### config.mk
export PLATFORM = sky130hd
export DESIGN_NAME = adc_conversion_handshake
export DESIGN_NICKNAME = d
export VERILOG_FILES = /design/src/rtl/adc_handshake_pkg.sv /design/src/rtl/adc_conversion_handshake.sv /design/src/rtl/conv_core.sv /design/src/rtl/result_buffer.sv
export SDC_FILE = /design/constraint.sdc
export NUM_CORES = 1
export LEC_CHECK = 0
export BUFFER_PORTS_ARGS = -buffer_cell sky130_fd_sc_hd__buf_2
export CAP_MARGIN = 20
export CORE_AREA = 2 2 89 91
export DETAILED_ROUTE_END_ITERATION = 10
export DIE_AREA = 0 0 91 93
export PLACE_DENSITY = 0.78
export SLEW_MARGIN = 30
export SYNTH_ARGS = -nofsm -noshare
export SYNTH_HDL_FRONTEND = slang
export SYNTH_SLANG_ARGS = --single-unit
### constraint.sdc
create_clock -name i_sys_clk -period 1.8 [get_ports i_sys_clk]
set_input_delay 0.27 -clock i_sys_clk [delete_from_list [all_inputs] [get_ports i_sys_clk]]
set_output_delay 0.27 -clock i_sys_clk [all_outputs]
set_load 0.05 [all_outputs]
### src/rtl/adc_handshake_pkg.sv
// constants, types and carriers shared by the converter control block
// Summary of operation
// - a sample/hold falling edge freezes the held input and starts a conversion
// - at conversion end, end-of-conversion goes high and interrupt goes low
// - result is latched; host reads it by pulling read strobe low
// - a falling edge on the read strobe returns interrupt high
// - sample/hold and read strobe count only while chip select is low
// - high-speed mode keeps the result driven on the data bus continuously
// - high-speed mode needs no interrupt-then-read exchange per sample
// - channel is taken from channel select when a sample/hold falling edge starts a conversion
// - channel select 0 routes the first input, 1 the second
// - two hold stages alternate, one acquiring while the other converts
// - estimator and three flash results merge into one 12-bit word
// - exactly two interface modes, interrupt/read and high-speed
package adc_handshake_pkg;
  localparam int RES_W = 12;
  localparam int CLK_PERIOD_NS = 8;
  localparam int CONV_TIME_NS = 593;
  localparam int CONV_CYCLES = (CONV_TIME_NS + CLK_PERIOD_NS - 1) / CLK_PERIOD_NS;
  localparam int CNT_W = 7;
  localparam int BUF_DEPTH = 2;

  // bit fields of the merged result word
  localparam int EST_MSB = 11;
  localparam int EST_LSB = 10;
  localparam int FL1_MSB = 11;
  localparam int FL1_LSB = 6;
  localparam int FL2_MSB = 5;
  localparam int FL2_LSB = 2;
  localparam int FL3_MSB = 1;
  localparam int FL3_LSB = 0;

  localparam logic CHAN_FIRST = 1'h0;
  localparam logic CHAN_SECOND = 1'h1;
  localparam logic EOC_RESET = 1'h0;
  localparam logic INT_N_RESET = 1'h1;
  localparam logic [RES_W-1:0] CODE_RESET = 12'h000;

  typedef logic [RES_W-1:0] code_t;

  typedef enum logic {
    MODE_INTERRUPT,
    MODE_HIGH_SPEED
  } if_mode_t;

  typedef enum logic [1:0] {
    CORE_IDLE,
    CORE_CONVERT,
    CORE_DONE
  } core_state_t;

  // host side strobes, sampled on i_sys_clk except where cs_n, rd_n and mode drive the bus enable directly
  typedef struct packed {
    logic sample_hold;
    logic cs_n;
    logic rd_n;
    logic channel_select;
    if_mode_t mode;
  } host_ctrl_t;

  // partial results of the three flash steps and the estimator
  typedef struct packed {
    logic [EST_MSB-EST_LSB:0] estimate;
    logic [FL1_MSB-FL1_LSB:0] flash_first;
    logic [FL2_MSB-FL2_LSB:0] flash_second;
    logic [FL3_MSB-FL3_LSB:0] flash_third;
  } flash_parts_t;
endpackage

### src/rtl/adc_conversion_handshake.sv
// converter control: strobe decode, dual hold stages, result latch, host handshake
`timescale 1ns/10ps
module adc_conversion_handshake (
  input wire logic i_sys_clk,
  input wire logic i_sys_rst,
  input wire adc_handshake_pkg::host_ctrl_t i_host,
  input wire adc_handshake_pkg::code_t i_analog_input_first,
  input wire adc_handshake_pkg::code_t i_analog_input_second,
  output logic o_eoc,
  output logic o_int_n,
  output adc_handshake_pkg::code_t o_data,
  output logic o_data_oe,
  output logic o_channel_select
);
  typedef struct packed {
    logic sh_prev;
    logic rd_prev;
    logic eoc;
    logic int_n;
    logic unread;
    logic mux_sel;
    logic acq_sel;
    logic [1:0][adc_handshake_pkg::RES_W-1:0] hold;
    adc_handshake_pkg::code_t data;
  } top_reg_t;

  top_reg_t state_ff;
  top_reg_t nxt_state;
  logic sh_fall;
  logic rd_fall;
  logic start;
  logic core_idle;
  logic core_valid;
  logic core_ready;
  adc_handshake_pkg::code_t core_result;
  logic buf_valid;
  logic out_ready;
  adc_handshake_pkg::code_t buf_data;
  adc_handshake_pkg::code_t mux_word;
  logic high_speed;

  // strobes count only while chip select is low
  assign sh_fall = state_ff.sh_prev && !i_host.sample_hold && !i_host.cs_n;
  assign rd_fall = state_ff.rd_prev && !i_host.rd_n && !i_host.cs_n;
  // a start while the engine is still busy is dropped, not queued
  assign start = sh_fall && core_idle;
  assign high_speed = (i_host.mode == adc_handshake_pkg::MODE_HIGH_SPEED);

  // input multiplexer
  assign mux_word = (state_ff.mux_sel == adc_handshake_pkg::CHAN_SECOND) ?
    i_analog_input_second : i_analog_input_first;

  // latch accepts a new word only when the host has read the last one, or at any time in high-speed mode
  assign out_ready = high_speed || !state_ff.unread;

  conv_core #(
    .CONV_CYCLES(adc_handshake_pkg::CONV_CYCLES)
  ) u_core (
    .i_sys_clk(i_sys_clk),
    .i_sys_rst(i_sys_rst),
    .i_start(start),
    .i_sample(state_ff.hold[state_ff.acq_sel]),
    .o_idle(core_idle),
    .o_valid(core_valid),
    .i_ready(core_ready),
    .o_result(core_result)
  );

  result_buffer #(
    .WIDTH(adc_handshake_pkg::RES_W)
  ) u_buf (
    .i_sys_clk(i_sys_clk),
    .i_sys_rst(i_sys_rst),
    .i_in_valid(core_valid),
    .o_in_ready(core_ready),
    .i_in_data(core_result),
    .o_out_valid(buf_valid),
    .i_out_ready(out_ready),
    .o_out_data(buf_data)
  );

  // next-state logic for hold stages, flags and output latch
  always_comb begin
    nxt_state = state_ff;
    nxt_state.sh_prev = i_host.sample_hold;
    nxt_state.rd_prev = i_host.rd_n;
    // the acquiring stage tracks the input; the other keeps its frozen value
    for (int i = 0; i < 2; i++) begin
      if (state_ff.acq_sel == 1'(i)) begin
        nxt_state.hold[i] = mux_word;
      end
    end
    if (start) begin
      nxt_state.hold[state_ff.acq_sel] = state_ff.hold[state_ff.acq_sel];
      nxt_state.acq_sel = ~state_ff.acq_sel;
      nxt_state.eoc = 1'h0;
      nxt_state.mux_sel = i_host.channel_select;
    end
    // read clears first so a same-cycle completion still wins
    if (rd_fall) begin
      nxt_state.int_n = 1'h1;
      nxt_state.unread = 1'h0;
    end
    if (buf_valid && out_ready) begin
      nxt_state.data = buf_data;
      nxt_state.eoc = 1'h1;
      nxt_state.int_n = 1'h0;
      nxt_state.unread = 1'h1;
    end
  end

  always_ff @(posedge i_sys_clk) begin
    if (i_sys_rst) begin
      state_ff <= '{1'h1, 1'h1, adc_handshake_pkg::EOC_RESET,
                    adc_handshake_pkg::INT_N_RESET, 1'h0,
                    adc_handshake_pkg::CHAN_FIRST, 1'h0, '0,
                    adc_handshake_pkg::CODE_RESET};
    end else begin
      state_ff <= nxt_state;
    end
  end

  // bus drive: always in high-speed mode, else only during a selected read
  assign o_data_oe = high_speed || (!i_host.cs_n && !i_host.rd_n);
  assign o_data = state_ff.data;
  assign o_eoc = state_ff.eoc;
  assign o_int_n = state_ff.int_n;
  assign o_channel_select = state_ff.mux_sel;
endmodule // adc_conversion_handshake

### src/rtl/conv_core.sv
// multistep conversion engine: timed conversion of one held sample
`timescale 1ns/10ps
module conv_core #(
  parameter int CONV_CYCLES = adc_handshake_pkg::CONV_CYCLES
) (
  input wire logic i_sys_clk,
  input wire logic i_sys_rst,
  input wire logic i_start,
  input wire adc_handshake_pkg::code_t i_sample,
  output logic o_idle,
  output logic o_valid,
  input wire logic i_ready,
  output adc_handshake_pkg::code_t o_result
);
  localparam logic [adc_handshake_pkg::CNT_W-1:0] CNT_LOAD =
    adc_handshake_pkg::CNT_W'(CONV_CYCLES - 1);

  typedef struct packed {
    adc_handshake_pkg::core_state_t st;
    logic [adc_handshake_pkg::CNT_W-1:0] cnt;
    adc_handshake_pkg::code_t held;
    adc_handshake_pkg::code_t result;
  } core_reg_t;

  core_reg_t state_ff;
  core_reg_t nxt_state;
  adc_handshake_pkg::flash_parts_t parts;
  logic [adc_handshake_pkg::EST_MSB-adc_handshake_pkg::EST_LSB:0] est_fixed;

  // split held value into estimator and flash steps
  always_comb begin
    parts.estimate = state_ff.held[adc_handshake_pkg::EST_MSB:adc_handshake_pkg::EST_LSB];
    parts.flash_first = state_ff.held[adc_handshake_pkg::FL1_MSB:adc_handshake_pkg::FL1_LSB];
    parts.flash_second = state_ff.held[adc_handshake_pkg::FL2_MSB:adc_handshake_pkg::FL2_LSB];
    parts.flash_third = state_ff.held[adc_handshake_pkg::FL3_MSB:adc_handshake_pkg::FL3_LSB];
    // the first flash overlaps the estimate, so its top bits correct it
    est_fixed = parts.flash_first[adc_handshake_pkg::FL1_MSB-adc_handshake_pkg::FL1_LSB -: 2];
    if (parts.estimate == est_fixed) begin
      est_fixed = parts.estimate;
    end
  end

  // sequencing: idle, counting conversion time, holding a finished word
  always_comb begin
    nxt_state = state_ff;
    case (state_ff.st)
      adc_handshake_pkg::CORE_IDLE: begin
        if (i_start) begin
          nxt_state.held = i_sample;
          nxt_state.cnt = CNT_LOAD;
          nxt_state.st = adc_handshake_pkg::CORE_CONVERT;
        end
      end
      adc_handshake_pkg::CORE_CONVERT: begin
        if (state_ff.cnt == '0) begin
          nxt_state.result = {est_fixed,
            parts.flash_first[adc_handshake_pkg::FL1_MSB-adc_handshake_pkg::FL1_LSB-2:0],
            parts.flash_second, parts.flash_third};
          nxt_state.st = adc_handshake_pkg::CORE_DONE;
        end else begin
          nxt_state.cnt = state_ff.cnt - 1'h1;
        end
      end
      adc_handshake_pkg::CORE_DONE: begin
        // stalls here until the buffer takes the word
        if (i_ready) begin
          nxt_state.st = adc_handshake_pkg::CORE_IDLE;
        end
      end
      default: nxt_state.st = adc_handshake_pkg::CORE_IDLE;
    endcase
  end

  always_ff @(posedge i_sys_clk) begin
    if (i_sys_rst) begin
      state_ff <= '{adc_handshake_pkg::CORE_IDLE, '0, adc_handshake_pkg::CODE_RESET,
                    adc_handshake_pkg::CODE_RESET};
    end else begin
      state_ff <= nxt_state;
    end
  end

  assign o_idle = (state_ff.st == adc_handshake_pkg::CORE_IDLE);
  assign o_valid = (state_ff.st == adc_handshake_pkg::CORE_DONE);
  assign o_result = state_ff.result;
endmodule // conv_core

### src/rtl/result_buffer.sv
// two-entry buffer between conversion engine and output latch
`timescale 1ns/10ps
module result_buffer #(
  parameter int WIDTH = adc_handshake_pkg::RES_W
) (
  input wire logic i_sys_clk,
  input wire logic i_sys_rst,
  input wire logic i_in_valid,
  output logic o_in_ready,
  input wire logic [WIDTH-1:0] i_in_data,
  output logic o_out_valid,
  input wire logic i_out_ready,
  output logic [WIDTH-1:0] o_out_data
);
  typedef struct packed {
    logic [1:0][WIDTH-1:0] mem;
    logic wr_ptr;
    logic rd_ptr;
    logic [1:0] count;
  } buf_reg_t;

  buf_reg_t state_ff;
  buf_reg_t nxt_state;
  logic push;
  logic pop;

  // honest full and empty from the entry count
  assign o_in_ready = (state_ff.count != 2'(adc_handshake_pkg::BUF_DEPTH));
  assign o_out_valid = (state_ff.count != 2'h0);
  assign o_out_data = state_ff.mem[state_ff.rd_ptr];
  assign push = i_in_valid && o_in_ready;
  assign pop = o_out_valid && i_out_ready;

  always_comb begin
    nxt_state = state_ff;
    if (push) begin
      nxt_state.mem[state_ff.wr_ptr] = i_in_data;
      nxt_state.wr_ptr = ~state_ff.wr_ptr;
    end
    if (pop) begin
      nxt_state.rd_ptr = ~state_ff.rd_ptr;
    end
    nxt_state.count = state_ff.count + 2'(push) - 2'(pop);
  end

  always_ff @(posedge i_sys_clk) begin
    if (i_sys_rst) begin
      state_ff <= '0;
    end else begin
      state_ff <= nxt_state;
    end
  end
endmodule // result_buffer

==> results of run 1 <==
## worst max path at each step
stage / from / end / cells past startpoint
6_report: u_core.state_ff[26]$_SDFFE_PP0P_ / u_core.state_ff[25]$_SDFFE_PP0P_ / 4
2_1_floorplan: u_core.state_ff[24]$_SDFFE_PP0P_ / u_core.o_result[10]$_SDFFE_PP0P_ / 7
3_5_place_dp: u_core.state_ff[24]$_SDFFE_PP0P_ / u_core.o_result[9]$_SDFFE_PP0P_ / 7
3_3_place_gp: u_core.state_ff[24]$_SDFFE_PP0P_ / u_core.o_result[0]$_SDFFE_PP0P_ / 7
5_1_grt: u_core.state_ff[25]$_SDFFE_PP0P_ / u_core.o_result[10]$_SDFFE_PP0P_ / 7
4_1_cts: u_core.state_ff[24]$_SDFFE_PP0P_ / u_core.o_result[1]$_SDFFE_PP0P_ / 7
## stage by stage
step           hold slack, ps  cells  instance area, µm²
2_1_floorplan           376.6    443                4250
3_3_place_gp            441.0    559                4502
3_5_place_dp            446.8    559                4502
4_1_cts                 101.0    574                4696
5_1_grt                 105.1    574                4710
6_report                110.5    574                4710
## cells in the final DEF (no fill, tap or decap), types with 2 or more instances in the layout
cell type	count
buf_12	3
buf_2	46
a21oi_1	20
a211oi_1	48
o21ai_0	3
ha_1	2
dfxtp_1	104
nor2b_1	3
xor2_1	3
nor3_2	2
nor2_1	82
nand2_1	18
or2_2	3
clkinv_2	2
buf_4	10
clkbuf_8	10
mux2i_1	60
inv_1	4
nor3_1	3
nand3_1	15
nand2b_1	3
xnor2_1	4
## cell type report
cell class | instances | area [µm²] | area share (%)
well taps | 102 | 127.6 | 2.710
flip-flops and latches | 104 | 2082 | 44.21
clock buffers | 10 | 137.6 | 2.922
clock inverters | 5 | 56.30 | 1.196
repair buffers | 59 | 365.4 | 7.758
multi-input cells | 290 | 1926 | 40.89
inverters | 4 | 15.01 | 0.3188
## critical path, cell delays in order (launching register included)
cell and delay (ps):
dfxtp_1 360, or4_4 590, o21ai_4 200, mux2_4 320, a21oi_2 120
## power by group through the flow
stage,registers (W),logic [W],clock network [W]
finish,0.00247,0.000501,0.00142
global route,0.00248,0.000555,0.00156
CTS,0.00246,0.000501,0.00145
global placement,0.00251,0.000486,0
floorplan,0.00250,0.000389,0
detailed placement,0.00252,0.000499,0
## logic make-up after synthesis
| family | synth area share, % |
|---|---|
| simple gates | 15.04 |
| mux | 14.75 |
| flops | 48.98 |
| fa+ha+maj | 0.5887 |
| xor+xnor | 1.442 |
| compound gates | 13.16 |
| buf+inv | 6.035 |
## layer usage
| metal | up-vias | track usage (%) | routed length, µm |
|---|---|---|---|
| li1 | 1571 | - | - |
| met1 | 1356 | 24.95 | 3773 |
| met3 | 11 | 2.659 | 234 |
| met4 | 0 | 7.955 | 109 |
| met2 | 59 | 28.21 | 3271 |
| met5 | - | 0 | 0 |
==> impl_metrics.ini, run 1 <==
[cts]
tritoncts = yes
insertion_delay_ps = 350
cts_inserted_buffers = 9
cts_root_buf = clkbuf_8
clkSinkCount = 104
htreeDepth = 3
ctsLongestPathBuffers = 2
cts_resized = 0
cts_hold_buffers = 0
postCtsSetupBuffers = 0
clk_pin_slew_ps = 90

[floorplan]
die_y_um = 93
die_w_um = 91
ios = 47
row_count = 32
initial_core_util_pct = 56.47
dieArea_um2 = 8463
coreArea_um2 = 7527

[timing]
fin_ws_ps = 162.7
rsz0062_at_grt = no
timing.setup.tns_ps = 0
clock_skew_ps = 8.913
worst_pin_slew_ps = 561.2
max_slew_margin_pct = 62.50
fmax_ghz = 0.6108
final.min_clock_period_ps = 1637
finalCritPeriodShare_pct = 90.96
final_hold_viol_count = 0
slew_violations = 0
final-setup-viol-count = 0

[layout]
n_antenna_cell = 0
drive_above_1_share_pct = 19.07
nFillCells = 688
nets = 501
area_growth_syn_to_layout_pct = 10.80
final_core_util_pct = 62.57

[routing]
wl_per_cell_um = 12.87
drt_drc_violations_left = 0
firstDrtPassIters = 4
vias_per_cell = 5.221
drt_iter0_drc = 90
finalWirelength_um = 7389
vias = 2997
ant_nets = 0

[min_path]
hold_path_class = in2reg
hold_end = state_ff[41]$_SDFF_PP1_
hold_path_depth = 2
min_from = i_host[2]

[setup_path]
cp_max_fo = 6
critPathLaunchType = register
r2r_slack_ps = 160
critPathRequiredTime_ps = 2100
end_kind = register
r2r-start = u_core.state_ff[26]$_SDFFE_PP0P_
critPathKind = reg2reg
r2r-end = u_core.state_ff[25]$_SDFFE_PP0P_
arrival_ps = 1940
reg2reg_depth = 4

[flow_run]
cap_violations = 0

[synth]
syn_nets = 476
yosysWarnings = 0
yosysUniqueCellTypes = 40
synth.area.top_cells = dfxtp_1, mux2i_1, a211oi_1
async_flop_share_pct = 0
yosysSeqAreaShare_pct = 48.98
synth_top_area_cell = dfxtp_1
synth_seq_cells = 104
yosys-top-cells-count = dfxtp_1, nor2_1, mux2i_1
yosysTopAreaCellShare_pct = 48.98
synth.avg_cell_area_um2 = 9.594
synthCells = 443
netlist_area_um2 = 4250
synth-edff-count = 0
ys.flop_type = dfxtp_1
synth.most_common_cell = dfxtp_1

[global_route]
grt_max_degree = 56
track_usage_pct = 18.05
antenna_found_initial = 0
grt_pass1_wl_um = 12560
grt-ovfl-total = 0
grt_pass1_vias = 2747

[power]
ir_drop_mv = 0.3793
seqPwrFrac_pct = 56.2
internal_power_w = 0.003288
p_sw_w = 0.001099
powerDensity_nw_per_um2 = 931.4
swShare_pct = 25.05
leakage_nw = 1.771
power_frac_comb_pct = 11.4
finalPower_w = 0.004387
clockPowerShare_pct = 32.4

[placed_design]
routabilityCongestion = 0.7532
hpwlAfterDp_um = 5135
pre_cts_slack_ps = 98.72
io_buffers = 46

[outcome]
outcome = finished, final reports clean
Power figures use the tool's default switching activity.
==> run 2: changes to the inputs <==
HOLD_SLACK_MARGIN = 0.06   (was not set)
clock period = 1.85 ns   (was 1.8 ns; I/O delays follow)
==> run 2 against run 1 <==
  * Utilization is 0.15 points higher
  * Total power is 1.1% lower
  * Critical path type unchanged
  * Register-to-register slack worse by 30 ps
  * Clock power is 3% higher
  * Combinational power is 3% lower
  * Die area stayed put
  * Worst hold slack better by 0.66 ps
  * Critical path depth is 3 higher
  * Maximum frequency is 4.9% lower
  * Sequential share of layout area is 0.11 points lower
  * Non-clock buffer count stayed put
  * Sequential cell count stayed put
==> impl_metrics.ini, run 2 (synthesized netlist as in run 1, its figures left out) <==
[outcome]
outcome = finished, final reports clean

[timing]
clock_skew_ps = 8.800
final-setup-viol-count = 0
rsz0062_at_grt = no
worst_pin_slew_ps = 573.4
final.min_clock_period_ps = 1722
timing.setup.tns_ps = 0
max_slew_margin_pct = 61.69
timing.hold.ws_ps = 111.2
final_hold_viol_count = 0
fmax_ghz = 0.5808
slew_violations = 0
finalCritPeriodShare_pct = 93.08

[setup_path]
r2r-end = u_core.o_result[0]$_SDFFE_PP0P_
critPathRequiredTime_ps = 2110
arrival_ps = 1980
r2r-start = u_core.state_ff[24]$_SDFFE_PP0P_
end_kind = register
cp_max_fo = 13
reg2reg_depth = 7
r2r_slack_ps = 130
critPathLaunchType = register
critPathKind = reg2reg

[global_route]
antenna_found_initial = 0
grt_pass1_vias = 2831
grt_max_degree = 50
track_usage_pct = 18.02
grt_pass1_wl_um = 12540
grt-ovfl-total = 0

[placed_design]
placed_cells = 559
hpwlAfterDp_um = 5036
place_area_um2 = 4502
io_buffers = 46
routabilityCongestion = 0.7769

[min_path]
hold_end = state_ff[41]$_SDFF_PP1_
min_from = i_host[2]
hold_path_depth = 2
hold_path_class = in2reg

[power]
finalPower_w = 0.004337
ir_drop_mv = 0.4912
powerDensity_nw_per_um2 = 918.6
leakage_nw = 1.771

[routing]
drt_iter0_drc = 125
wl_per_cell_um = 12.64
firstDrtPassIters = 4
ant_nets = 0
drt_drc_violations_left = 0
vias = 2995
vias_per_cell = 5.209
finalWirelength_um = 7266

[flow_run]
cap_violations = 0

[cts]
cts_resized = 0
clkSinkCount = 104
ctsLongestPathBuffers = 2
tritoncts = yes
cts_root_buf = clkbuf_8
htreeDepth = 3
cts_hold_buffers = 0
postCtsSetupBuffers = 0
cts_inserted_buffers = 9
clk_pin_slew_ps = 100
insertion_delay_ps = 360

[layout]
nets = 501
nFillCells = 642
final_area_um2 = 4721
seqCellArea_um2 = 2082
multi_input_area_um2 = 1919
drive_above_1_share_pct = 19.03
final_common_cell = dfxtp_1
n_antenna_cell = 0
fin_cells = 575
area_growth_syn_to_layout_pct = 11.07
final_cell_mix = dfxtp_1, nor2_1, mux2i_1

[floorplan]
die_w_um = 91
die_y_um = 93
initial_core_util_pct = 56.47
dieArea_um2 = 8463
coreArea_um2 = 7527
ios = 47
row_count = 32
-- run 2: worst max-delay path by stage --
stage,from,end,slack (ps),cells after the start
global placement,u_core.state_ff[24]$_SDFFE_PP0P_,u_core.o_result[6]$_SDFFE_PP0P_,220,7
detailed placement,u_core.state_ff[32]$_SDFFE_PP0P_,register,130,4
finish,u_core.state_ff[24]$_SDFFE_PP0P_,u_core.o_result[0]$_SDFFE_PP0P_,130,7
floorplan,u_core.state_ff[24]$_SDFFE_PP0P_,u_core.o_result[10]$_SDFFE_PP0P_,220,7
global route,u_core.state_ff[25]$_SDFFE_PP0P_,u_core.o_result[9]$_SDFFE_PP0P_,20,7
CTS,u_core.state_ff[32]$_SDFFE_PP0P_,register,100,4
-- run 2: power breakdown --
part	internal (W)	total [W]	switching [W]
sequential	0.00234	0.00240	0.0000589
combinational	0.000204	0.000485	0.000281
clock	0.000679	0.00146	0.000776
total	0.00322	0.00434	0.00112
-- run 2: stage by stage --
step	worst slack, ps	util (%)
floorplan	219.3	-
global placement	217.7	59.81
detailed placement	127.0	59.81
CTS	100.6	62.62
global route	19.14	62.72
finish	128.1	62.72
-- run 2: cell type report --
cell class	instances	area share (%)
clock buffers	10	2.915
clock inverters	6	1.564
inverters	4	0.3180
multi-input cells	290	40.66
flip-flops and latches	104	44.10
well taps	102	2.703
repair buffers	59	7.739
-- run 2: layer usage --
metal | up-vias | wire [µm] | GRT usage [%]
li1 | 1586 | - | -
met1 | 1337 | 3638 | 23.11
met2 | 60 | 3266 | 29.88
met3 | 12 | 250 | 3.948
met4 | 0 | 110 | 6.818
met5 | - | 0 | 0
-- run 2: critical path, stage by stage (launching register included) --
cell and delay [ps]:
dfxtp_1 340, inv_1 90, ha_1 250, nor4b_1 350, nand3_1 130, buf_4 220, mux2i_1 180, nor2_1 60
==> run 3: changes to the inputs <==
CORE_AREA = 2 2 123 125   (was 2 2 89 91)
DIE_AREA = 0 0 125 127   (was 0 0 91 93)
PLACE_DENSITY = not set   (was 0.78)
==> run 3 against run 2 <==
  * Clock skew up 3.0 ps
  * Critical path depth fell by 3
  * Combinational power about the same
  * Non-clock buffer count increased by 1
  * Sequential power hardly changed
  * Register-to-register slack improved by 70 ps
  * Worst hold slack improved by 37 ps
  * Final cell count rose by 14%
  * First-iteration DRC count shrank 15%
  * Sequential cell count unchanged
  * Count of clock-buffer cells in the layout shrank 1
==> impl_metrics.ini, run 3 (synthesized netlist as in run 1, its figures left out) <==
[timing]
fmax_ghz = 0.6055
worst_pin_slew_ps = 590.6
timing.hold.ws_ps = 147.7
rsz0062_at_grt = no
slew_violations = 0
final_hold_viol_count = 0
clock_skew_ps = 11.82
final-setup-viol-count = 0
final.min_clock_period_ps = 1651
finalCritPeriodShare_pct = 89.27
timing.setup.tns_ps = 0
max_slew_margin_pct = 60.54

[placed_design]
io_buffers = 46
routabilityCongestion = 0.6930
hpwlAfterDp_um = 5500

[layout]
multi_input_area_um2 = 1926
seqCellArea_um2 = 2082
nets = 502
final_cell_mix = dfxtp_1, nor2_1, mux2i_1
final_core_util_pct = 34.16
nFillCells = 1502
n_antenna_cell = 0
drive_above_1_share_pct = 19.41
final_common_cell = dfxtp_1
area_growth_syn_to_layout_pct = 15.93

[routing]
ant_nets = 0
wl_per_cell_um = 11.76
drt_drc_violations_left = 0
drt_iter0_drc = 106
vias = 2982
vias_per_cell = 4.532
firstDrtPassIters = 4
finalWirelength_um = 7741

[power]
finalPower_w = 0.004779
ir_drop_mv = 0.4307
powerDensity_nw_per_um2 = 970.0
leakage_nw = 1.825

[setup_path]
arrival_ps = 1930
end_kind = register
critPathRequiredTime_ps = 2130
critPathKind = reg2reg
cp_max_fo = 6
critPathLaunchType = register

[cts]
postCtsSetupBuffers = 0
htreeDepth = 3
cts_hold_buffers = 0
ctsLongestPathBuffers = 2
cts_root_buf = clkbuf_16
tritoncts = yes
cts_inserted_buffers = 9
clkSinkCount = 104
insertion_delay_ps = 340
clk_pin_slew_ps = 70
cts_resized = 0

[global_route]
antenna_found_initial = 0
grt_pass1_wl_um = 13230
grt_max_degree = 35
track_usage_pct = 9.996
grt_pass1_vias = 2794
grt-ovfl-total = 0

[floorplan]
die_w_um = 125
dieArea_um2 = 15880
initial_core_util_pct = 29.47
coreArea_um2 = 14420
ios = 47
die_y_um = 127
row_count = 44

[outcome]
outcome = finished, final reports clean

[min_path]
hold_path_class = in2reg

[flow_run]
cap_violations = 0
==> run 3: cell count changes in the layout (fill, tap and decap cells not counted), moves of 2 or more <==
cell / previous run / this run
clkinvlp_4: 2 / 0
clkbuf_8: 10 / 0
clkbuf_16: 0 / 9
buf_4: 10 / 12
clkinv_8: 0 / 3
==> run 3: critical path, cell delays in order (launching register included) <==
cell	delay, ps
dfxtp_1	350
or4_4	590
o21ai_4	200
mux2_4	320
a21oi_2	120
==> run 3: power by group <==
group | leakage (nW) | internal [W] | switching [W]
Combinational | 0.826 | 0.000204 | 0.000281
Clock | 0.152 | 0.000974 | 0.000921
Sequential | 0.846 | 0.00234 | 0.0000617
Total | 1.82 | 0.00352 | 0.00126
==> run 3: per-layer routing <==
metal	vias to the layer above	part of all wire [%]	global-route usage, %
met5	-	0	0
met4	0	1.2	4.183
met3	8	3.5	2.178
met2	51	44	15.70
met1	1332	51	13.37
li1	1591	-	-
==> run 3: metrics by stage <==
| stage | cells | setup WS, ps | cell area, µm² |
|---|---|---|---|
| floorplan | 443 | 219.3 | 4250 |
| global placement | 642 | 185.6 | 4599 |
| detailed placement | 642 | 135.5 | 4599 |
| CTS | 658 | 80.84 | 4913 |
| global route | 658 | 79.51 | 4927 |
| finish | 658 | 198.6 | 4927 |
==> run 3: worst paths after layout <==
| check | start | to | slack [ps] | cells after the start |
|---|---|---|---|---|
| worst max-delay path | u_core.state_ff[26]$_SDFFE_PP0P_ | u_core.state_ff[25]$_SDFFE_PP0P_ | 200 | 4 |
| worst min-delay path | i_host[2] | state_ff[41]$_SDFF_PP1_ | 150 | 2 |
| worst max register to register | u_core.state_ff[26]$_SDFFE_PP0P_ | u_core.state_ff[25]$_SDFFE_PP0P_ | 200 | 4 |
| worst min register to register | u_buf.state_ff[23]$_SDFFE_PP0P_ | u_buf.state_ff[23]$_SDFFE_PP0P_ | 460 | 2 |
==> run 3: final cells by class <==
| cell class | count | area share (%) |
|---|---|---|
| Timing Repair Buffer | 60 | 7.313 |
| Multi-Input combinational cell | 290 | 39.08 |
| Inverter | 4 | 0.3047 |
| Clock buffer | 9 | 4.571 |
| Sequential cell | 104 | 42.25 |
| Clock inverter | 7 | 1.803 |
| Tap cell | 184 | 4.672 |
